--- config.mk ---
export PLATFORM = sky130hd
export DESIGN_NAME = mve_value_encoder
export DESIGN_NICKNAME = d
export VERILOG_FILES = /design/src/design/mve_pkg.sv /design/src/design/mve_value_encoder.sv /design/src/design/mve_energy_counter.sv
export VERILOG_INCLUDE_DIRS = /design/src /design/src/design
export SDC_FILE = /design/constraint.sdc
export NUM_CORES = 2
export LEC_CHECK = 0
export BUFFER_PORTS_ARGS = -buffer_cell sky130_fd_sc_hd__buf_4
export CAP_MARGIN = 40
export CORE_MARGIN = 10
export CORE_UTILIZATION = 55
export CTS_CLUSTER_SIZE = 16
export DETAILED_ROUTE_END_ITERATION = 10
export PLACE_DENSITY = 0.74
export SYNTH_ARGS = -nofsm -noshare
export SYNTH_HDL_FRONTEND = slang
export SYNTH_SLANG_ARGS = --single-unit
--- constraint.sdc ---
create_clock -name sys_clk -period 12.2 [get_ports sys_clk]
set_input_delay 1.22 -clock sys_clk [delete_from_list [all_inputs] [get_ports sys_clk]]
set_output_delay 1.22 -clock sys_clk [all_outputs]
set_load 0.02 [all_outputs]
--- src/design/mve_regs.svh ---
/*
 * Register offsets, field codes, limits and timing counts of the
 * holding-register value encoder.
 * Assumes a 20 MHz system clock and holding-register numbers given
 * as plain decimal offsets, for example register 0065 at 16'h0041.
 */
`ifndef MVE_REGS_SVH
`define MVE_REGS_SVH

// ----------------------------------------------------------------
// holding register offsets
// ----------------------------------------------------------------
`define MVE_REG_TIME_MS      16'h0041
`define MVE_REG_TIME_HM      16'h0042
`define MVE_REG_TIME_MD      16'h0043
`define MVE_REG_TIME_SY      16'h0044
`define MVE_REG_DEV_IND      16'h0065
`define MVE_REG_CMD_IND      16'h008d
`define MVE_REG_MEAS_BASE    16'h00c9
`define MVE_REG_CNT_BASE     16'h0321
`define MVE_REG_CNT_QUAL     16'h0349
`define MVE_REG_PULSE_FACTOR 16'h034b

// ----------------------------------------------------------------
// measured value status codes
// ----------------------------------------------------------------
`define MVE_F_OVERFLOW       32'h7f800000
`define MVE_F_INVALID        32'h7f800001
`define MVE_F_NOTCALC        32'h7f800002

// ----------------------------------------------------------------
// date/time fields
// ----------------------------------------------------------------
`define MVE_TS_DST           8'h10
`define MVE_TS_FAIL          8'h20
`define MVE_MS_MAX           16'hea5f
`define MVE_HOUR_MAX         8'h17
`define MVE_MIN_MAX          8'h3b
`define MVE_MONTH_MAX        8'h0c
`define MVE_DAY_MAX          8'h1f

// ----------------------------------------------------------------
// magnitude thresholds, magnitudes scaled so rated reads 1000
// ----------------------------------------------------------------
`define MVE_RATED_MAG        16'h03e8
`define MVE_VOLT_OVF         (`MVE_RATED_MAG * 16'h000c / 16'h000a)
`define MVE_CURR_OVF         (`MVE_RATED_MAG * 16'h0002)
`define MVE_VOLT_LOW         (`MVE_RATED_MAG * 16'h000f / 16'h0064)

// ----------------------------------------------------------------
// counters
// ----------------------------------------------------------------
`define MVE_CNT_MAX          32'sh7fffffff
`define MVE_RATED_POWER      40'sh0000010000
`define MVE_CMD_CNT_RESET    3'h7

// ----------------------------------------------------------------
// exception codes
// ----------------------------------------------------------------
`define MVE_EXC_NONE         8'h00
`define MVE_EXC_ILL_ADDR     8'h02
`define MVE_EXC_ILL_VALUE    8'h03
`define MVE_EXC_SERVER_FAIL  8'h04

// ----------------------------------------------------------------
// timing
// ----------------------------------------------------------------
`define MVE_CLK_HZ           64'd20000000
`define MVE_MINUTE_S         64'd60
`define MVE_MINUTE_CYCLES    (`MVE_MINUTE_S * `MVE_CLK_HZ)
`define MVE_HOUR_S           64'd3600
`define MVE_PULSES_PER_HOUR  64'd60000
`define MVE_PULSE_CYCLES \
    (`MVE_HOUR_S * `MVE_CLK_HZ / `MVE_PULSES_PER_HOUR)

`endif

--- src/design/mve_pkg.sv ---
/*
 * Types shared by the value encoder and its energy counter.
 * Assumes the request side presents one holding-register access at a
 * time as a single-cycle valid.
 */
package mve_pkg;

    // one holding-register access
    typedef struct packed {
        logic        valid;
        logic        write;
        logic [15:0] addr;
        logic [15:0] wdata;
    } mve_req_t;

    // answer to one access, exc zero on success
    typedef struct packed {
        logic        valid;
        logic [15:0] rdata;
        logic [7:0]  exc;
    } mve_resp_t;

    // local date and time
    typedef struct packed {
        logic [15:0] ms;
        logic [7:0]  hour;
        logic [7:0]  minute;
        logic [7:0]  month;
        logic [7:0]  day;
        logic [7:0]  year;
        logic        dst;
        logic        fail;
    } mve_time_t;

endpackage : mve_pkg

--- src/design/mve_value_encoder.sv ---
/*
 * Holding-register value encoder: measured values as floats with
 * status codes, date/time, indications, controllable indications and
 * signed energy counters with their quality flags.
 * Assumes all inputs come from logic on sys_clk and that the protocol
 * engine hands over one register access at a time.
 */
`timescale 1ns/1ns
`include "mve_regs.svh"

// Contract
// - lowest register holds most significant byte
// - measured values as two-register IEEE floats
// - float exponent zero, 255, normal meaning
// - overflow 7F800000H, invalid 7F800001H
// - not calculated gives 7F800002H
// - time register one: milliseconds 0..59999
// - hours/minutes then month/day byte layout
// - status/year register, DST 10H, fault 20H
// - eight two-bit indications, indication 1 lowest
// - trust set when from invalid value
// - always-valid indications report trust zero
// - low voltage makes frequency and limits invalid
// - command register readable as indication pairs
// - ON/OFF pairs execute, equal pairs ignored
// - counters are signed 32-bit pulse counts
// - counter range plus/minus 2147483647
// - wrap flag set past 31 bits, cleared by reset
// - untrusted flag cleared one minute after start
// - quality pairs: wrap upper, untrusted lower
// - one shared energy-per-pulse float published
// - 60000 pulses per hour at rated
// - new time applied after all four writes
// - writes to read-only registers give code 03
module mve_value_encoder #(
    parameter longint unsigned MINUTE_CYCLES = `MVE_MINUTE_CYCLES,
    parameter longint unsigned PULSE_CYCLES  = `MVE_PULSE_CYCLES
) (
    input  wire logic                 sys_clk,     // system clock
    input  wire logic                 rstn,        // sync reset
    input  wire mve_pkg::mve_req_t    busReq,      // register access
    output mve_pkg::mve_resp_t        busResp,     // access answer
    input  wire logic [3:0][31:0]     measRaw,     // freq,volt,curr,pwr
    input  wire logic [3:0]           measNotCalc, // not calculated
    input  wire logic [3:0]           measInvalid, // invalid, other cause
    input  wire logic [15:0]          voltMag,     // voltage, rated 1000
    input  wire logic [15:0]          currMag,     // current, rated 1000
    input  wire logic [31:0]          pulseFactor, // energy per pulse
    input  wire mve_pkg::mve_time_t   rtcNow,      // running clock
    output mve_pkg::mve_time_t        timeSet,     // time to load
    output logic                      timeSetStb,  // load pulse
    input  wire logic                 devReady,    // device healthy
    input  wire logic [7:0]           indValue,    // indication ON
    input  wire logic [7:0]           indTrust,    // from invalid value
    input  wire logic [7:0]           indFreqDep,  // built on frequency
    input  wire logic [3:0][17:0]     cntPower,    // signed power each
    output logic [7:0]                cmdState,    // commanded states
    output logic [7:0]                cmdOnPulse,  // ON executed
    output logic [7:0]                cmdOffPulse  // OFF executed
);
    import mve_pkg::*;

    localparam int NCNT = 4;

    // ----------------------------------------------------------------
    // helper functions
    // ----------------------------------------------------------------

    // status codes replace the value; not-calculated outranks invalid,
    // invalid outranks overflow since an invalid value has no size
    function automatic logic [31:0] encodeMeas(
        input logic [31:0] raw,
        input logic        ovf,
        input logic        inv,
        input logic        nc
    );
        if (nc)
            encodeMeas = `MVE_F_NOTCALC;
        else if (inv)
            encodeMeas = `MVE_F_INVALID;
        else if (ovf)
            encodeMeas = `MVE_F_OVERFLOW;
        else
            encodeMeas = raw;
    endfunction : encodeMeas

    // big-endian split: lower register carries the upper half
    function automatic logic [15:0] wordOf(
        input logic [31:0] val,
        input logic        second
    );
        wordOf = second ? val[15:0] : val[31:16];
    endfunction : wordOf

    // ----------------------------------------------------------------
    // measured values
    // ----------------------------------------------------------------
    logic        voltLow;
    logic [3:0]  measOvf;
    logic [3:0]  measInv;
    logic [3:0][31:0] measWord;

    assign voltLow = voltMag < `MVE_VOLT_LOW;
    assign measOvf = {1'b0, currMag > `MVE_CURR_OVF,
                      voltMag > `MVE_VOLT_OVF, 1'b0};
    // frequency cannot be measured on too small a voltage
    assign measInv = measInvalid | {3'b000, voltLow};

    genvar gm;
    generate
        for (gm = 0; gm < 4; gm++)
        begin : g_meas
            assign measWord[gm] = encodeMeas(measRaw[gm], measOvf[gm],
                                             measInv[gm],
                                             measNotCalc[gm]);
        end
    endgenerate

    // ----------------------------------------------------------------
    // read-only indications
    // ----------------------------------------------------------------
    logic [15:0] devIndWord;

    genvar gi;
    generate
        for (gi = 0; gi < 8; gi++)
        begin : g_ind
            if (gi == 0)
            begin : g_ready
                // device healthy can never be invalid
                assign devIndWord[1:0] = {1'b0, devReady};
            end
            else
            begin : g_plain
                assign devIndWord[2*gi]   = indValue[gi];
                assign devIndWord[2*gi+1] = indTrust[gi] |
                    (indFreqDep[gi] & voltLow);
            end
        end
    endgenerate

    // ----------------------------------------------------------------
    // address decode
    // ----------------------------------------------------------------
    logic [15:0] addr;
    logic        isWrite;
    logic        hitTime;
    logic [1:0]  timeIdx;
    logic        hitMeas;
    logic [2:0]  measIdx;
    logic        hitCnt;
    logic [2:0]  cntIdx;
    logic        hitFactor;
    logic        hitDevInd;
    logic        hitCmd;
    logic        hitQual;
    logic        hitAny;
    logic        hitWritable;
    logic [15:0] measOff;
    logic [15:0] cntOff;
    logic [15:0] timeOff;
    logic [15:0] factorOff;

    assign addr      = busReq.addr;
    assign isWrite   = busReq.write;
    assign timeOff   = addr - `MVE_REG_TIME_MS;
    assign measOff   = addr - `MVE_REG_MEAS_BASE;
    assign cntOff    = addr - `MVE_REG_CNT_BASE;
    assign factorOff = addr - `MVE_REG_PULSE_FACTOR;
    assign hitTime   = timeOff < 16'h0004;
    assign timeIdx   = timeOff[1:0];
    assign hitMeas   = measOff < 16'h0008;
    assign measIdx   = measOff[2:0];
    assign hitCnt    = cntOff < 16'h0008;
    assign cntIdx    = cntOff[2:0];
    assign hitFactor = factorOff < 16'h0002;
    assign hitDevInd = addr == `MVE_REG_DEV_IND;
    assign hitCmd    = addr == `MVE_REG_CMD_IND;
    assign hitQual   = addr == `MVE_REG_CNT_QUAL;
    assign hitAny    = hitTime | hitMeas | hitCnt | hitFactor |
                       hitDevInd | hitCmd | hitQual;
    assign hitWritable = hitTime | hitCmd;

    // ----------------------------------------------------------------
    // energy counters and quality flags
    // ----------------------------------------------------------------
    logic signed [31:0] cntValue [NCNT];
    logic [NCNT-1:0]    cntWrap;
    logic [NCNT-1:0]    cntUntrusted;
    logic               cntClear;
    logic [31:0]        minuteCnt;
    logic               minuteDone;
    logic [15:0]        qualWord;

    genvar gc;
    generate
        for (gc = 0; gc < NCNT; gc++)
        begin : g_cnt
            mve_energy_counter #(
                .PULSE_CYCLES (PULSE_CYCLES)
            ) u_cnt (
                .sys_clk (sys_clk),
                .rstn    (rstn),
                .power   (cntPower[gc]),
                .clear   (cntClear),
                .count   (cntValue[gc]),
                .wrap    (cntWrap[gc])
            );
            assign qualWord[2*gc]   = cntUntrusted[gc];
            assign qualWord[2*gc+1] = cntWrap[gc];
        end
    endgenerate
    assign qualWord[15:2*NCNT] = '0;

    // one minute of settling after start or counter reset
    assign minuteDone = minuteCnt == 32'(MINUTE_CYCLES - 1);

    always_ff @(posedge sys_clk)
    begin
        if (!rstn || cntClear)
            minuteCnt <= 32'h0;
        else if (!minuteDone)
            minuteCnt <= minuteCnt + 32'h1;
    end

    always_ff @(posedge sys_clk)
    begin
        if (!rstn || cntClear)
            cntUntrusted <= '1;
        else if (minuteDone)
            cntUntrusted <= '0;
    end

    // ----------------------------------------------------------------
    // controllable indications: ON in upper bit, OFF in lower
    // ----------------------------------------------------------------
    logic        cmdWrite;
    logic [7:0]  wrOn;
    logic [7:0]  wrOff;
    logic [15:0] cmdWord;

    assign cmdWrite = busReq.valid & isWrite & hitCmd;

    genvar gk;
    generate
        for (gk = 0; gk < 8; gk++)
        begin : g_cmd
            // equal bits in a pair leave that command alone
            assign wrOn[gk]  = cmdWrite & busReq.wdata[2*gk+1] &
                               ~busReq.wdata[2*gk];
            assign wrOff[gk] = cmdWrite & ~busReq.wdata[2*gk+1] &
                               busReq.wdata[2*gk];
            // commanded states are always valid
            assign cmdWord[2*gk+1:2*gk] = {1'b0, cmdState[gk]};
        end
    endgenerate
    assign cntClear = cmdOnPulse[`MVE_CMD_CNT_RESET];

    always_ff @(posedge sys_clk)
    begin
        if (!rstn)
        begin
            cmdState    <= 8'h00;
            cmdOnPulse  <= 8'h00;
            cmdOffPulse <= 8'h00;
        end
        else
        begin
            cmdState    <= (cmdState | wrOn) & ~wrOff;
            cmdOnPulse  <= wrOn;
            cmdOffPulse <= wrOff;
        end
    end

    // ----------------------------------------------------------------
    // date and time: staged until all four registers arrive
    // ----------------------------------------------------------------
    logic [3:0][15:0] timeStage;
    logic [3:0]       timeSeen;
    logic             timeWrite;
    logic [3:0]       next_timeSeen;
    logic [3:0][15:0] next_timeStage;
    logic             timeCommit;
    logic             timeBad;
    mve_time_t        stagedTime;
    logic [15:0]      rtcWord [4];

    assign timeWrite = busReq.valid & isWrite & hitTime;

    always_comb
    begin
        next_timeStage = timeStage;
        next_timeSeen  = timeSeen;
        if (timeWrite)
        begin
            next_timeStage[timeIdx] = busReq.wdata;
            next_timeSeen[timeIdx]  = 1'b1;
        end
    end

    // date first then time, or all four at once, both end complete
    assign timeCommit = timeWrite & (&next_timeSeen);

    assign stagedTime.ms     = next_timeStage[0];
    assign stagedTime.hour   = next_timeStage[1][15:8];
    assign stagedTime.minute = next_timeStage[1][7:0];
    assign stagedTime.month  = next_timeStage[2][15:8];
    assign stagedTime.day    = next_timeStage[2][7:0];
    assign stagedTime.year   = next_timeStage[3][7:0];
    assign stagedTime.dst    = |(next_timeStage[3][15:8] & `MVE_TS_DST);
    assign stagedTime.fail   = |(next_timeStage[3][15:8] & `MVE_TS_FAIL);

    assign timeBad = stagedTime.ms > `MVE_MS_MAX ||
                     stagedTime.hour > `MVE_HOUR_MAX ||
                     stagedTime.minute > `MVE_MIN_MAX ||
                     stagedTime.month == 8'h00 ||
                     stagedTime.month > `MVE_MONTH_MAX ||
                     stagedTime.day == 8'h00 ||
                     stagedTime.day > `MVE_DAY_MAX;

    always_ff @(posedge sys_clk)
    begin
        if (!rstn)
        begin
            timeStage  <= '0;
            timeSeen   <= 4'h0;
            timeSet    <= '0;
            timeSetStb <= 1'b0;
        end
        else
        begin
            timeStage  <= next_timeStage;
            timeSeen   <= timeCommit ? 4'h0 : next_timeSeen;
            timeSetStb <= timeCommit & ~timeBad;
            if (timeCommit && !timeBad)
                timeSet <= stagedTime;
        end
    end

    assign rtcWord[0] = rtcNow.ms;
    assign rtcWord[1] = {rtcNow.hour, rtcNow.minute};
    assign rtcWord[2] = {rtcNow.month, rtcNow.day};
    assign rtcWord[3] = {(rtcNow.dst  ? `MVE_TS_DST  : 8'h00) |
                         (rtcNow.fail ? `MVE_TS_FAIL : 8'h00),
                         rtcNow.year};

    // ----------------------------------------------------------------
    // read selection and answer
    // ----------------------------------------------------------------
    logic [15:0] readWord;
    logic [7:0]  excCode;

    always_comb
    begin
        readWord = 16'h0000;
        if (hitTime)
            readWord = rtcWord[timeIdx];
        else if (hitMeas)
            readWord = wordOf(measWord[measIdx[2:1]], measIdx[0]);
        else if (hitCnt)
            readWord = wordOf(cntValue[cntIdx[2:1]], cntIdx[0]);
        else if (hitFactor)
            readWord = wordOf(pulseFactor, factorOff[0]);
        else if (hitDevInd)
            readWord = devIndWord;
        else if (hitCmd)
            readWord = cmdWord;
        else if (hitQual)
            readWord = qualWord;
    end

    assign excCode = !hitAny                  ? `MVE_EXC_ILL_ADDR :
                     isWrite && !hitWritable  ? `MVE_EXC_ILL_VALUE :
                     timeCommit && timeBad    ? `MVE_EXC_SERVER_FAIL :
                                                `MVE_EXC_NONE;

    always_ff @(posedge sys_clk)
    begin
        if (!rstn)
            busResp <= '0;
        else
        begin
            busResp.valid <= busReq.valid;
            busResp.rdata <= (busReq.valid && !isWrite) ? readWord
                                                        : 16'h0000;
            busResp.exc   <= busReq.valid ? excCode : `MVE_EXC_NONE;
        end
    end

endmodule : mve_value_encoder

--- src/design/mve_energy_counter.sv ---
/*
 * One signed energy counter: integrates power into pulses and counts
 * them, flagging a wrap past the 31-bit magnitude.
 * Assumes power comes from logic on sys_clk, scaled so that rated
 * voltage times rated current reads 65536.
 */
`timescale 1ns/1ns
`include "mve_regs.svh"

module mve_energy_counter #(
    parameter longint unsigned PULSE_CYCLES = `MVE_PULSE_CYCLES
) (
    input  wire logic               sys_clk, // system clock
    input  wire logic               rstn,    // sync reset, low active
    input  wire logic signed [17:0] power,   // signed power, rated 65536
    input  wire logic               clear,   // counter reset command
    output logic signed [31:0]      count,   // signed pulse count
    output logic                    wrap     // sticky wrap flag
);
    import mve_pkg::*;

    // energy of one pulse in power-cycles
    localparam logic signed [39:0] THRESH =
        40'(PULSE_CYCLES) * `MVE_RATED_POWER;

    logic signed [39:0] acc;
    logic signed [39:0] sumAcc;
    logic               pulseUp;
    logic               pulseDown;
    logic signed [39:0] next_acc;
    logic               atPosMax;
    logic               atNegMax;
    logic               wrapEvent;
    logic signed [31:0] next_count;

    // ----------------------------------------------------------------
    // pulse generation: rated power gives a fixed pulse rate
    // ----------------------------------------------------------------
    assign sumAcc    = acc + 40'(power);
    assign pulseUp   = sumAcc >= THRESH;
    assign pulseDown = sumAcc <= -THRESH;
    assign next_acc  = pulseUp   ? sumAcc - THRESH :
                       pulseDown ? sumAcc + THRESH : sumAcc;

    // ----------------------------------------------------------------
    // count limited to +/-2147483647, beyond that it wraps
    // ----------------------------------------------------------------
    assign atPosMax   = count == `MVE_CNT_MAX;
    assign atNegMax   = count == -`MVE_CNT_MAX;
    assign wrapEvent  = (pulseUp & atPosMax) | (pulseDown & atNegMax);
    assign next_count = wrapEvent ? 32'sh0 :
                        pulseUp   ? count + 32'sh1 :
                        pulseDown ? count - 32'sh1 : count;

    always_ff @(posedge sys_clk)
    begin
        if (!rstn || clear)
        begin
            acc   <= 40'sh0;
            count <= 32'sh0;
        end
        else
        begin
            acc   <= next_acc;
            count <= next_count;
        end
    end

    // a wrap in the cycle of a clear still shows: set beats clear
    always_ff @(posedge sys_clk)
    begin
        if (!rstn)
            wrap <= 1'b0;
        else
            wrap <= (wrap & ~clear) | wrapEvent;
    end

endmodule : mve_energy_counter

==> metrics <==
outcome=finished clean; Final setup viols=0; layout net count=between 5000 and 6000; fmax=roughly 110 MHz; dpl hpwl=95.66 mm; synth warn=0; Hold Startpoint=timeStage[44]; DIE AREA=81820 um^2; drt wl/cell=~20 um; GP Congestion=~0.97; First-pass DRT Iterations=6; Mean Syn Cell Area=7.948 um^2; Tcrit/Tclk final=0.7290; detailed-route DRC error count=0; Internal Power=7408 uW; initial core utilization=0.5550; area grow syn2layout=16.31%; Inserted Clock Buffers=57; antenna violations before repair=9; Crit-path slowest cell=xnor2_1; detailed-route via count=~39000; clock-pin slew on the worst setup and hold paths=0.06 ns; FF-to-FF Start=g_cnt[3].u_cnt.acc[0]; Filler Cell Count=~6300; WP data required=12.73 ns; Max Slew Vio Count=0; RSZ-0062 raised after global routing=no; sequential area share after synthesis=0.2520; Core ar.=roughly 70000 um^2; Fin Setup TNS=0 ns; H-tree levels=2; CTS tree=done; post-synth cell types=approximately 120; Synth Flop Type=dfxtp_1; clock network power share=0.135; die width=around 290 um; Final min period=roughly 9 ns; Worst setup EP type=register; Peak VDD IR=approximately 0.21 mV; Skew-Pair Late Insertion Delay=~0.69 ns; max_cap viols=0; Largest stage delay, worst path=between 0.6 and 0.7 ns; die height=286.1 um; Worst Hold Class=register to register; Max Clock Skew=between 0.09 and 0.1 ns; CTS max path bufs=3; sequential share of power=0.166; crit path max fanout=32; cell mode on critical path=a21oi_1; M2 GR Usage=0.4578; Comb power frac=0.699; gr ovfl total=0; hold buffer count at CTS=0; PortBufs=490; Critical Path Source=cntPower[54]; number of synthesized register bits=a little under 500; power density cells=314.0 nW/um^2; final count of hold timing violations=0; number of I/O pins=499; synthesized area=38930 um^2; post-synthesis async set-or-reset flop share=0; met1 GRT Util=0.3820; leak pwr=between 0.015 and 0.02 uW; largest net degree at the start of global routing=91; Net Sw Frac=0.4790; Post-Synthesis Cells=~5000; CP startpoint kind=input port; iteration-0 DRC count of the detailed router=around 3400; first-pass GRT wire length=around 200 mm; layout cells sized above 1=0.1505; post-route ant nets=0; number of clock sinks=a little under 500; max_slew headroom=0.3735; number of global-route vias before repair=around 36000; clk root buf=clkbuf_16; drt via density=between 6 and 7; gr busiest metal=met2; Critical Path AT=approximately 9.4 ns; Post-CTS Setup Inserts=0; worst-margin pin slew=0.9377 ns; GRT Overall Usage=0.2887; Global Route met3 Usage=0.07389; switching power=6809 uW; Post-synth EDFFs=0; WL final=126.7 mm; Setup Crit Path Kind=input port to register; final cell count without fillers=just over 6000; cts repair resizes=0; # rows=97; dpl cells=6123
==> cell families after synthesis <==
| family | Yosys count | synth area share |
|---|---|---|
| compound gates | 1449 | 0.2517 |
| xor+xnor | 287 | 0.06476 |
| fa+ha+maj | 298 | 0.09732 |
| buf+inv | 359 | 0.03863 |
| flops | 490 | 0.2520 |
| mux | 186 | 0.06161 |
| other cells | 1 | 0.00009632 |
| simple gates | 1828 | 0.2339 |
==> cell usage in the layout (no fill, tap or decap), drive strengths merged, types with 56 or more instances in the layout <==
cell type / count
a221oi: 61
a211oi: 83
nand3: 148
nor2: 501
xnor2: 190
nor4: 60
o21a: 60
mux2i: 135
inv: 109
nand4: 101
o31ai: 65
xor2: 97
ha: 290
nor3: 140
a21oi: 420
a21o: 125
and3: 68
nor2b: 56
and2: 72
nand2: 425
buf: 529
o21ai: 241
dfxtp: 490
clkbuf: 75
==> state kept, by name, indices dropped and copies added (netlist names) <==
register and flops:
busResp 20, g_cnt.u_cnt.wrap 4, cntUntrusted 1, minuteCnt 32, cmdOnPulse 8, g_cnt.u_cnt.count 128, timeSeen 4, cmdState 8
g_cnt.u_cnt.acc 160, timeSetStb 1, timeStage 58, timeSet 58, cmdOffPulse 8
==> path summary, 6_finish.rpt <==
check | endpoint | slack (ns) | cells past startpoint
hold / removal | timeStage[44] | 0.46 | 2
setup / recovery | g_cnt[3].u_cnt.count[30] | 3.31 | 33
hold reg to reg | timeStage[44] | 0.46 | 2
setup reg to reg | g_cnt[3].u_cnt.count[30] | 3.66 | 32
==> cell type report <==
cell class                      instances  area, um^2  share of cell area
Inverter                              111       419.2            0.009257
Clock buffer                           74        1600             0.03534
Timing Repair Buffer                  530        4008             0.08851
Tap cell                              940        1176             0.02597
Sequential cell                       490        9809              0.2166
Clock inverter                         32       519.2             0.01147
Multi-Input combinational cell       4053       27740              0.6126
Antenna cell                            3       7.507           0.0001658
==> cell usage after synthesis (33+ instances only) <==
| library cell | number | area share |
|---|---|---|
| inv_1 | 106 | 0.010 |
| xnor2_1 | 190 | 0.043 |
| nand2b_1 | 45 | 0.0072 |
| nor2_1 | 499 | 0.048 |
| xor2_1 | 96 | 0.022 |
| o211ai_1 | 33 | 0.0064 |
| a21o_1 | 125 | 0.024 |
| nor3_1 | 139 | 0.018 |
| o31ai_1 | 64 | 0.012 |
| nor4_1 | 58 | 0.0093 |
| o21ai_0 | 232 | 0.030 |
| and2_1 | 70 | 0.011 |
| mux2i_1 | 135 | 0.035 |
| nand2_1 | 424 | 0.041 |
| o21a_1 | 60 | 0.012 |
| a211oi_1 | 76 | 0.015 |
| ha_1 | 290 | 0.093 |
| nand4_1 | 101 | 0.016 |
| a221oi_1 | 58 | 0.013 |
| and3_1 | 68 | 0.011 |
| nand3_1 | 146 | 0.019 |
| a21oi_1 | 419 | 0.054 |
| nor2b_1 | 56 | 0.0090 |
| a31oi_1 | 33 | 0.0053 |
| nor3b_1 | 33 | 0.0064 |
| mux4_2 | 42 | 0.024 |
| dfxtp_1 | 490 | 0.25 |
| or3_1 | 48 | 0.0077 |
| clkbuf_1 | 179 | 0.017 |
==> through the flow <==
| stage | area, um^2 | power (uW) | utilization | hold slack (ns) | setup slack, ns |
|---|---|---|---|---|---|
| after floorplan | 38950 | 10270 | - | 0.4154 | 4.371 |
| after global placement | 43090 | 11910 | 0.6142 | 0.4421 | 2.848 |
| after detailed placement | 43150 | 12100 | 0.6151 | 0.4469 | 2.880 |
| after CTS | 45270 | 14120 | 0.6453 | 0.4553 | 3.455 |
| after global routing | 45270 | 15490 | 0.6454 | 0.4763 | 2.545 |
| final | 45280 | 14220 | 0.6455 | 0.4564 | 3.306 |
==> critical path: cells and delay by family <==
| kind | cells | cell delay (ns) |
|---|---|---|
| AO/OA/AOI/OAI | 15 | 4.42 |
| XOR/XNOR | 2 | 0.75 |
| adder cells (fa/ha/maj) | 3 | 1.04 |
| buffers and inverters | 5 | 0.67 |
| AND/OR/NAND/NOR | 8 | 1.26 |
==> metal layers <==
layer	routed length [um]	vias to the layer above	share of wire
met1	54550	18566	0.43
met2	56970	1426	0.45
met5	70	-	0.00055
met4	3494	12	0.028
li1	-	19026	-
met3	11580	220	0.091
==> power by group through the flow <==
stage                     logic, uW  clock network (uW)  registers (uW)
after floorplan                8020                   0            2250
after global placement         9540                   0            2370
after detailed placement       9720                   0            2380
after CTS                      9820                1950            2350
after global routing          11100                2010            2400
final                          9940                1920            2360
No activity file was read; power rests on OpenSTA's default activity.
